<file path="config.mk">
export PLATFORM = sky130hd
export DESIGN_NAME = icir_regs
export DESIGN_NICKNAME = d
export VERILOG_FILES = /design/src/design/icir_regs.v
export VERILOG_INCLUDE_DIRS = /design/src /design/src/design
export SDC_FILE = /design/constraint.sdc
export NUM_CORES = 1
export LEC_CHECK = 0
export ABC_AREA = 1
export BUFFER_PORTS_ARGS = -buffer_cell sky130_fd_sc_hd__buf_2
export CAP_MARGIN = 30
export CORE_ASPECT_RATIO = 0.75
export CORE_MARGIN = 1
export CORE_UTILIZATION = 46
export CTS_CLUSTER_SIZE = 40
export DETAILED_ROUTE_END_ITERATION = 12
export GPL_TIMING_DRIVEN = 0
export PLACE_DENSITY = 0.75
export RECOVER_POWER = 25
export SLEW_MARGIN = 10
export SYNTH_ARGS = -nofsm -noshare
export SYNTH_HDL_FRONTEND = slang
export SYNTH_SLANG_ARGS = --single-unit
</file>
<file path="constraint.sdc">
create_clock -name clk_i -period 1.3 [get_ports clk_i]
set_input_delay 0.13 -clock clk_i [delete_from_list [all_inputs] [get_ports clk_i]]
set_output_delay 0.13 -clock clk_i [all_outputs]
set_load 0.01 [all_outputs]
</file>
<file path="src/design/icir_defs.vh">
`ifndef ICIR_DEFS_VH
`define ICIR_DEFS_VH

// ----------------------------------------
// Register byte offsets
// ----------------------------------------
`define ICIR_TX_EVT_SET 8'h90
`define ICIR_TX_EVT_CLR 8'h94
`define ICIR_TX_MSK_SET 8'h98
`define ICIR_TX_MSK_CLR 8'h9C
`define ICIR_RX_EVT_SET 8'hA0
`define ICIR_RX_EVT_CLR 8'hA4
`define ICIR_RX_MSK_SET 8'hA8
`define ICIR_RX_MSK_CLR 8'hAC
`define ICIR_INIT_BW 8'hB0
`define ICIR_SUM_STAT 8'hC0
`define ICIR_SUM_MASK 8'hC4

// ----------------------------------------
// Field widths, positions and reset values
// ----------------------------------------
`define ICIR_TX_N 8
`define ICIR_RX_N 4
`define ICIR_BW_W 13
`define ICIR_BW_RST 13'h1333
`define ICIR_TX_MSK_RST 8'h00
`define ICIR_RX_MSK_RST 4'h0
`define ICIR_SUM_TX_BIT 6
`define ICIR_SUM_RX_BIT 7

`endif

</file>
<file path="src/design/icir_regs.v">
`timescale 1ns/1ps
`include "icir_defs.vh"
module icir_regs (
  input wire clk_i,
  input wire rst_i,
  input wire wb_cyc_i,
  input wire wb_stb_i,
  input wire wb_we_i,
  input wire [7:0] wb_adr_i,
  input wire [3:0] wb_sel_i,
  input wire [31:0] wb_dat_i,
  output reg [31:0] wb_dat_o,
  output reg wb_ack_o,
  input wire [7:0] tx_ctx_irq_i,
  input wire [3:0] rx_ctx_irq_i,
  input wire global_reset_input_i,
  input wire fundamental_reset_i,
  input wire secondary_reset_input_i,
  input wire bus_reset_i,
  output reg [12:0] bandwidth_csr_o,
  output wire transmit_summary_event_o,
  output wire receive_summary_event_o,
  output wire irq_o
);

  // ----------------------------------------
  // State
  // ----------------------------------------
  wire [7:0] tx_flag_q;
  wire [7:0] tx_mask_q;
  wire [3:0] rx_flag_q;
  wire [3:0] rx_mask_q;
  reg [12:0] bw_q;
  wire [1:0] sum_stat_q;
  reg [1:0] sum_mask_q;
  wire [7:0] tx_rise;
  wire [3:0] rx_rise;

  wire acc = wb_cyc_i & wb_stb_i & ~wb_ack_o;
  wire wr = acc & wb_we_i;
  wire rd = acc & ~wb_we_i;
  // Byte lanes: only lanes 0 and 1 carry stored bits
  wire [31:0] wdat = wb_dat_i & {{8{wb_sel_i[3]}}, {8{wb_sel_i[2]}},
                                 {8{wb_sel_i[1]}}, {8{wb_sel_i[0]}}};

  // ----------------------------------------
  // Context completion edge detect
  // ----------------------------------------
  // A level held high sets its flag once, so software can clear it
  icir_rise_det #(
    .W(8)
  ) icir_rise_det_tx_inst (
    .clk_i(clk_i),
    .rst_i(rst_i),
    .lvl_i(tx_ctx_irq_i),
    .rise_o(tx_rise)
  );

  icir_rise_det #(
    .W(4)
  ) icir_rise_det_rx_inst (
    .clk_i(clk_i),
    .rst_i(rst_i),
    .lvl_i(rx_ctx_irq_i),
    .rise_o(rx_rise)
  );

  // ----------------------------------------
  // Write decode
  // ----------------------------------------
  reg [7:0] tx_set;
  reg [7:0] tx_clr;
  reg [7:0] txm_set;
  reg [7:0] txm_clr;
  reg [3:0] rx_set;
  reg [3:0] rx_clr;
  reg [3:0] rxm_set;
  reg [3:0] rxm_clr;
  reg bw_wr;
  reg smsk_wr;

  // Unmapped offsets raise no strobe, so such writes are dropped
  always @* begin
    tx_set = 8'h00;
    tx_clr = 8'h00;
    txm_set = 8'h00;
    txm_clr = 8'h00;
    rx_set = 4'h0;
    rx_clr = 4'h0;
    rxm_set = 4'h0;
    rxm_clr = 4'h0;
    bw_wr = 1'b0;
    smsk_wr = 1'b0;
    if (wr) begin
      if (wb_adr_i == `ICIR_TX_EVT_SET) begin
        tx_set = wdat[7:0];
      end else if (wb_adr_i == `ICIR_TX_EVT_CLR) begin
        tx_clr = wdat[7:0];
      end else if (wb_adr_i == `ICIR_TX_MSK_SET) begin
        txm_set = wdat[7:0];
      end else if (wb_adr_i == `ICIR_TX_MSK_CLR) begin
        txm_clr = wdat[7:0];
      end else if (wb_adr_i == `ICIR_RX_EVT_SET) begin
        rx_set = wdat[3:0];
      end else if (wb_adr_i == `ICIR_RX_EVT_CLR) begin
        rx_clr = wdat[3:0];
      end else if (wb_adr_i == `ICIR_RX_MSK_SET) begin
        rxm_set = wdat[3:0];
      end else if (wb_adr_i == `ICIR_RX_MSK_CLR) begin
        rxm_clr = wdat[3:0];
      end else if (wb_adr_i == `ICIR_INIT_BW) begin
        bw_wr = 1'b1;
      end else if (wb_adr_i == `ICIR_SUM_MASK) begin
        smsk_wr = 1'b1;
      end
    end
  end

  // ----------------------------------------
  // Per-context flags and masks
  // ----------------------------------------
  // Set wins over a clear in the same cycle
  icir_sc_reg #(
    .W(8),
    .RST(8'h00)
  ) icir_sc_reg_txf_inst (
    .clk_i(clk_i),
    .rst_i(rst_i),
    .set_i(tx_set | tx_rise),
    .clr_i(tx_clr),
    .q_o(tx_flag_q)
  );

  icir_sc_reg #(
    .W(8),
    .RST(`ICIR_TX_MSK_RST)
  ) icir_sc_reg_txm_inst (
    .clk_i(clk_i),
    .rst_i(rst_i),
    .set_i(txm_set),
    .clr_i(txm_clr),
    .q_o(tx_mask_q)
  );

  icir_sc_reg #(
    .W(4),
    .RST(4'h0)
  ) icir_sc_reg_rxf_inst (
    .clk_i(clk_i),
    .rst_i(rst_i),
    .set_i(rx_set | rx_rise),
    .clr_i(rx_clr),
    .q_o(rx_flag_q)
  );

  icir_sc_reg #(
    .W(4),
    .RST(`ICIR_RX_MSK_RST)
  ) icir_sc_reg_rxm_inst (
    .clk_i(clk_i),
    .rst_i(rst_i),
    .set_i(rxm_set),
    .clr_i(rxm_clr),
    .q_o(rx_mask_q)
  );

  // ----------------------------------------
  // Summary events and interrupt
  // ----------------------------------------
  assign transmit_summary_event_o = |(tx_flag_q & tx_mask_q);
  assign receive_summary_event_o = |(rx_flag_q & rx_mask_q);
  wire [1:0] sum_evt = {receive_summary_event_o, transmit_summary_event_o};
  assign irq_o = |(sum_stat_q & sum_mask_q);

  wire sum_rd = rd && wb_adr_i == `ICIR_SUM_STAT;

  // Read clears, but a new event in the same cycle survives
  icir_sc_reg #(
    .W(2),
    .RST(2'b00)
  ) icir_sc_reg_sum_inst (
    .clk_i(clk_i),
    .rst_i(rst_i),
    .set_i(sum_evt),
    .clr_i({2{sum_rd}}),
    .q_o(sum_stat_q)
  );

  // ----------------------------------------
  // Bandwidth field
  // ----------------------------------------
  // Bus reset does not touch the stored value
  always @(posedge clk_i) begin
    if (rst_i) begin
      bw_q <= `ICIR_BW_RST;
    end else if (bw_wr) begin
      if (wb_sel_i[0]) begin
        bw_q[7:0] <= wb_dat_i[7:0];
      end
      if (wb_sel_i[1]) begin
        bw_q[12:8] <= wb_dat_i[12:8];
      end
    end
  end

  // ----------------------------------------
  // Summary mask
  // ----------------------------------------
  always @(posedge clk_i) begin
    if (rst_i) begin
      sum_mask_q <= 2'b00;
    end else if (smsk_wr && wb_sel_i[0]) begin
      sum_mask_q <= wb_dat_i[1:0];
    end
  end

  // ----------------------------------------
  // Bandwidth CSR load
  // ----------------------------------------
  always @(posedge clk_i) begin
    if (rst_i) begin
      bandwidth_csr_o <= `ICIR_BW_RST;
    end else if (global_reset_input_i | fundamental_reset_i |
                 secondary_reset_input_i | bus_reset_i) begin
      bandwidth_csr_o <= bw_q;
    end
  end

  // ----------------------------------------
  // Wishbone slave: one wait-free ack cycle, unmapped reads zero
  // ----------------------------------------
  always @(posedge clk_i) begin
    if (rst_i) begin
      wb_ack_o <= 1'b0;
      wb_dat_o <= 32'h00000000;
    end else begin
      wb_ack_o <= acc;
      wb_dat_o <= 32'h00000000;
      if (rd) begin
        if (wb_adr_i == `ICIR_TX_EVT_SET) begin
          wb_dat_o <= {24'h000000, tx_flag_q};
        end else if (wb_adr_i == `ICIR_TX_EVT_CLR) begin
          wb_dat_o <= {24'h000000, tx_flag_q & tx_mask_q};
        end else if (wb_adr_i == `ICIR_TX_MSK_SET || wb_adr_i == `ICIR_TX_MSK_CLR) begin
          wb_dat_o <= {24'h000000, tx_mask_q};
        end else if (wb_adr_i == `ICIR_RX_EVT_SET) begin
          wb_dat_o <= {28'h0000000, rx_flag_q};
        end else if (wb_adr_i == `ICIR_RX_EVT_CLR) begin
          wb_dat_o <= {28'h0000000, rx_flag_q & rx_mask_q};
        end else if (wb_adr_i == `ICIR_RX_MSK_SET || wb_adr_i == `ICIR_RX_MSK_CLR) begin
          wb_dat_o <= {28'h0000000, rx_mask_q};
        end else if (wb_adr_i == `ICIR_INIT_BW) begin
          wb_dat_o <= {19'h00000, bw_q};
        end else if (wb_adr_i == `ICIR_SUM_STAT) begin
          wb_dat_o <= {24'h000000, sum_stat_q, 6'h00};
        end else if (wb_adr_i == `ICIR_SUM_MASK) begin
          wb_dat_o <= {30'h00000000, sum_mask_q};
        end
      end
    end
  end

endmodule

// ----------------------------------------
// Set/clear register cell
// ----------------------------------------
// Shared by every flag word and the tx and rx mask words so that set priority is uniform
module icir_sc_reg #(
  parameter W = 8,
  parameter [W-1:0] RST = {W{1'b0}}
) (
  input wire clk_i,
  input wire rst_i,
  input wire [W-1:0] set_i,
  input wire [W-1:0] clr_i,
  output wire [W-1:0] q_o
);

  reg [W-1:0] val_q;

  assign q_o = val_q;

  always @(posedge clk_i) begin
    if (rst_i) begin
      val_q <= RST;
    end else begin
      val_q <= (val_q & ~clr_i) | set_i;
    end
  end

endmodule

// ----------------------------------------
// Rising edge detector
// ----------------------------------------
// Previous level resets low: an input high at release counts as an edge
module icir_rise_det #(
  parameter W = 8
) (
  input wire clk_i,
  input wire rst_i,
  input wire [W-1:0] lvl_i,
  output wire [W-1:0] rise_o
);

  reg [W-1:0] lvl_q;

  assign rise_o = lvl_i & ~lvl_q;

  always @(posedge clk_i) begin
    if (rst_i) begin
      lvl_q <= {W{1'b0}};
    end else begin
      lvl_q <= lvl_i;
    end
  end

endmodule

</file>
== Word-level counts from Yosys, hierarchy flattened ==
Cells that the tools add are included.
W data, S select, Z words.

* ROM bits: 0
* Register bits after elaboration: 99
* Input port bits: 65
* RAM bits: 0
* Memories kept: 0
* Word-level logic and storage cells: 147
* Bits in latches: 0

* Magnitude comparators: 0
* Shifts and indexed selects: 0
* Bitwise operators: 35
* Multipliers: 0
* Eq/ne operators: 11
* Divide/modulo/power cells: 0
* Add/subtract/negate cells: 0
* Muxes and demuxes: 74
* Reductions and logical operators: 12

{| class="wikitable"
|+ Operator list
! cell !! number
|-
| $mux W8 || 21
|-
| $mux W4 || 30
|-
| $eq A8 B8 Y1 const B || 11
|-
| $and A8 B8 Y8 || 5
|-
| $not A8 Y8 || 3
|-
| $or A8 B8 Y8 || 3
|-
| $mux W1 || 21
|-
| $and A4 B4 Y4 || 4
|-
| $reduce_or A8 Y1 || 2
|-
| $mux W13 || 1
|-
| $not A4 Y4 || 3
|-
| $or A4 B4 Y4 || 3
|-
| $reduce_or A10 Y1 || 1
|-
| $and A1 B1 Y1 || 4
|-
| $and A2 B2 Y2 || 2
|-
| $reduce_and A2 Y1 || 2
|-
| $reduce_or A2 Y1 || 2
|-
| $reduce_or A4 Y1 || 1
|-
| $not A1 Y1 || 3
|-
| $or A1 B1 Y1 || 3
|-
| $logic_and A1 B1 Y1 || 2
|-
| $logic_or A1 B1 Y1 || 2
|-
| $mux W2 || 1
|-
| $not A2 Y2 || 1
|-
| $or A2 B2 Y2 || 1
|}

== Longest topological paths before layout ==
* Depth after elaboration: 13
* Depth in mapped cells: 11
* Gate-level depth less buffers: 11

== Hierarchy ==
Synthesis repeated with hierarchy kept, for this count alone.

* Cell total of the unflattened synthesis: 552
* Area total of the unflattened synthesis: 3961.3 um^2

{| class="wikitable"
|+ By module, submodules not included
! module !! instances !! cells each !! area an instance (um^2) !! seq. area each (um^2)
|-
| icir_regs || 1 || 371 || 2528.7 || 840.8
|-
| icir_sc_reg (icir_sc_reg_txf_inst ...) || 2 || 41 || 331.6 || 160.2
|-
| icir_sc_reg (icir_sc_reg_rxf_inst ...) || 2 || 20 || 145.1 || 80.1
|-
| icir_rise_det (icir_rise_det_tx_inst) || 1 || 33 || 281.5 || 160.2
|-
| icir_rise_det (icir_rise_det_rx_inst) || 1 || 16 || 125.1 || 80.1
|-
| icir_sc_reg (icir_sc_reg_sum_inst) || 1 || 10 || 72.6 || 40.0
|}

== Least setup slack after synthesis ==
OpenSTA, ideal clock, no wires.

* Path kind: flip-flop to flip-flop
* From: reg wb_ack_o
* To: reg icir_sc_reg_txm_inst.val_q[0] (netlist: icir_sc_reg_txm_inst.q_o[0])
* Clock period less this slack: 1.277 ns
* Buffers on the path: 1
* Slack: 0.023 ns
* Data arrival time: 1.145 ns
* Library setup time: 0.132 ns
* Cell stages (with the launch flop): 7
* Required time: 1.168 ns
* Cell sequence: dfxtp_1 nand3b_4 nor2_2 clkbuf_1 nand2_1 o21ai_0 a21oi_1

* Cells in the longest elaborated chain, start to end: 7
* Elaborated cells on any way between the ends: 8
* Those cells by class: mux: 2; bitwise: 6

{| class="wikitable"
|+ RTL lines
! item !! line !! text
|-
| from (decl) || icir_regs.v:13 || <nowiki>output reg wb_ack_o,</nowiki>
|-
| from (signal assigned) || icir_regs.v:234 || <nowiki>wb_ack_o <= 1'b0;</nowiki>
|-
| from (signal assigned) || icir_regs.v:237 || <nowiki>wb_ack_o <= acc;</nowiki>
|-
| $not A1 Y1 * || icir_regs.v:39 || <nowiki>wire acc = wb_cyc_i & wb_stb_i & ~wb_ack_o;</nowiki>
|-
| $and A1 B1 Y1 * || icir_regs.v:39 ||
|-
| $and A1 B1 Y1 * || icir_regs.v:40 || <nowiki>wire wr = acc & wb_we_i;</nowiki>
|-
| $mux W8 || icir_regs.v:94 || <nowiki>if (wr) begin</nowiki>
|-
| $not A8 Y8 || icir_regs.v:288 || <nowiki>val_q <= (val_q & ~clr_i) | set_i;</nowiki>
|-
| $and A8 B8 Y8 || icir_regs.v:288 ||
|-
| $or A8 B8 Y8 * || icir_regs.v:288 ||
|-
| to (signal assigned) || icir_regs.v:288 ||
|-
| to (decl) || icir_regs.v:280 || <nowiki>reg [W-1:0] val_q;</nowiki>
|}

Mark *: on every way between the ends. The rest lies on a longest branch, timed or not.
A chain may end at the register's enable or synchronous reset.

== Worst setup path in the final report ==
* From: reg icir_sc_reg_txm_inst.val_q[2] (netlist: icir_sc_reg_txm_inst.q_o[2])
* To: out transmit_summary_event_o

* Cells in the longest elaborated chain, start to end: 2

{| class="wikitable"
|+ RTL lines
! item !! line !! text
|-
| $and A8 B8 Y8 || icir_regs.v:170 || <nowiki>assign transmit_summary_event_o = |(tx_flag_q & tx_mask_q);</nowiki>
|-
| $reduce_or A8 Y1 || icir_regs.v:170 ||
|-
| to (decl) || icir_regs.v:21 || <nowiki>output wire transmit_summary_event_o,</nowiki>
|}

No other way between the ends.

==> impl_metrics.py <==
metrics = {
    "outcome": {
        "status": "finished, violations left",
        "violations": "negative setup slack",
    },
    "synthesis": {
        "synthCells": 519,
        "syn_area_mm2": 0.003775,
        "synth-edff-count": 0,
        "ys.flop_type": "dfxtp_1",
        "ys_ff_latch": 80,
        "yosys_warnings": 0,
        "postSynthAreaPerCell_um2": 7.273,
        "ys_seq_area_share_pct": 42.43,
        "yosysUniqueCellTypes": 33,
        "async_reset_ff_share_pct": 0,
    },
    "clock_tree": {
        "cts_max_path_buffers": 2,
        "clock_latency_ns": 0.37,
        "htreeDepth": 3,
        "cts_buffers": 9,
        "root_buffer": "clkbuf_8",
        "path_clk_slew_ns": 0.08,
        "cts_tree": "done",
        "cts.sinks": 80,
    },
    "grt": {
        "grt_max_degree": 15,
        "grt_pass1_wl_um": 17210,
        "use_met2_pct": 42.26,
        "grt_pass1_vias": 3489,
        "grt_use_met3_pct": 5.276,
        "antenna_found_initial": 0,
        "gr-usage-met1_pct": 36.01,
        "overflow": 0,
        "busiest_layer": "met2",
        "grtUsageTotal_pct": 26.63,
    },
    "cells_and_area": {
        "final_cell_mix": "102 x nand2_1, 72 x buf_2, 71 x dfxtp_1, 53 x nor2_1, 46 x inv_1",
        "layout-drive-gt1-share_pct": 38.39,
        "area_growth_syn_to_layout_pct": 39.31,
        "n_antenna_cell": 0,
        "final_common_cell": "nand2_1",
        "fin_util_pct": 66.42,
        "layout.nets": 719,
        "fin_cells": 764,
        "stdcell_area_mm2": 0.005259,
    },
    "timing": {
        "fin_worst_skew_ns": 0.007418,
        "fin_ws_ns": -0.2001,
        "hold_violations": 0,
        "slew_headroom_pct": 50.95,
        "maxSlewViolCount": 0,
        "setup_viol_count_final": 35,
        "rsz0062_at_grt": "yes",
        "fmax_mhz": 666.6,
        "period_minus_slack_ns": 1.500,
        "tightest_slew_ns": 0.7357,
        "finalCritPeriodShare_pct": 115.4,
    },
    "setup_path": {
        "critical_path_peak_fanout": 2,
        "crit_path_end_kind": "primary output",
        "r2r-start": "wb_ack_o",
        "worst-setup-path-type": "reg -> out",
        "arrival_ns": 1.37,
        "rr_endpoint": "icir_sc_reg_txf_inst.q_o[6]",
        "worstPathRequired_ns": 1.17,
        "critPathLaunchType": "flop",
        "cp-startpoint": "icir_sc_reg_txm_inst.q_o[2]",
        "reg2reg_depth": 7,
        "endpoint": "transmit_summary_event_o",
        "rrSetupSlack_ns": -0.12,
    },
    "place": {
        "place_area_mm2": 0.004334,
        "numPlacedInstances": 714,
        "io_buffers": 72,
        "place_ws_ns": -0.2929,
        "gp_routability_congestion": 0.9293,
        "dpl.hpwl_um": 7812,
    },
    "routing": {
        "drc": 0,
        "vias_per_cell": 5.136,
        "final_antenna_net_count": 0,
        "vias": 3924,
        "firstDrtPassIters": 5,
        "dr.first_iter.drc_count": 255,
        "wl_per_cell_um": 15.26,
        "routed_wl_um": 11660,
    },
    "power_and_ir_drop": {
        "powerDensity_mw_per_mm2": 981.5,
        "leakage_nw": 2.380,
        "ir_drop_mv": 0.8295,
        "p_total_mw": 5.162,
    },
    "floorplanning": {
        "dieArea_mm2": 0.008576,
        "die_w_um": 106.6,
        "fp-row-count": 28,
        "initial_core_util_pct": 47.68,
        "io_pins": 114,
        "core_area_mm2": 0.007918,
        "die_h_um": 80.45,
    },
    "flow_run": {
        "drv_cap": 0,
    },
    "min_path": {
        "hp-class": "in -> reg",
        "min_from": "wb_dat_i[0]",
    },
}
[synth_stat cells, types with 2 or more instances]
master    instances  area share, %
or2_2             7            1.2
buf_4            22            4.4
buf_6             3           0.89
a31oi_1           9            1.5
dfxtp_1          80             42
nand2_2          10            1.7
buf_2             2           0.27
a21oi_2           4           0.93
nand4_1           8            1.3
nand2_4           3           0.89
a22o_1            2           0.46
inv_2             5           0.50
o211ai_1         12            2.4
nor3_2            2           0.53
nor2_4            3           0.89
nor2_1           55            5.5
nand3_1          44            5.8
clkbuf_1          8           0.80
o21ai_0          21            2.8
nand2_1         113             11
o21ai_1           6           0.80
inv_1            54            5.4
a21oi_1          31            4.1
nor2_2            6           0.99
[power breakdown]
part / leakage (nW) / switching [mW] / internal, mW
logic: 1.62 / 0.330 / 0.245
clock network: 0.103 / 0.954 / 1.09
registers: 0.656 / 0.0350 / 2.51
total: 2.38 / 1.32 / 3.84
[worst max-delay path: stages, from the launching register on]
cell and delay, ns:
dfxtp_2 0.33, a22o_1 0.25, nor3_2 0.22, inv_1 0.07, buf_2 0.14
[cells by family after synthesis]
logic type      synth area share, %
buf+inv                       12.43
compound gates                13.16
other cells                 0.09934
simple gates                  31.89
flops                         42.43
[worst min path at each step]
stage / endpoint / slack, ns / cells after the start
floorplan: icir_rise_det_rx_inst.lvl_q[1] / 0.25 / 2
global placement: icir_rise_det_tx_inst.lvl_q[4] / 0.34 / 3
detailed placement: icir_rise_det_tx_inst.lvl_q[2] / 0.35 / 3
CTS: bw_q[11] / 0.003 / 3
global route: bw_q[11] / 0.02 / 3
finish: bw_q[0] / 0.01 / 3
[registers in the layout, summed over array words and instances (netlist names), 4 cells and up]
register,cells
wb_dat_o,13
bandwidth_csr_o,13
icir_sc_reg_txf_inst.q_o,8
icir_rise_det_rx_inst.lvl_q,4
icir_rise_det_tx_inst.lvl_q,8
bw_q,13
icir_sc_reg_rxf_inst.q_o,4
icir_sc_reg_txm_inst.q_o,8
icir_sc_reg_rxm_inst.q_o,4
[cell type report]
type	count	area [µm²]
clock buffer	10	127.6
buffer	36	269.0
clock inverter	6	92.59
multi-input combinational	361	2081
tap	105	131.4
inverter	60	230.2
timing repair buffer	106	714.4
sequential	80	1613
fill	663	2659
[metrics by stage]
step	hold WS, ns	TNS, ns
4_1_cts	0.003241	-1.011
2_1_floorplan	0.2505	0
6_report	0.01173	-2.082
3_3_place_gp	0.3432	-3.491
3_5_place_dp	0.3513	-4.438
5_1_grt	0.02240	-4.346
[repair_timing]
item,4_1_cts,5_1_grt
cloned,3,1
endpoints found under the setup margin,37,49
pin swaps,21,25
endpoints found under the hold margin,15,0
hold buffers,15,0
buffers inserted,13,8
gates resized for setup,64,62
[metal layers]
metal  vias up  part of all wire (%)
met3        28                   7.9
met4         0                   2.2
met5         -                     0
li1       1901                     -
met1      1805                    43
met2       190                    47
Note: power is estimated with default switching activity, not from simulation.
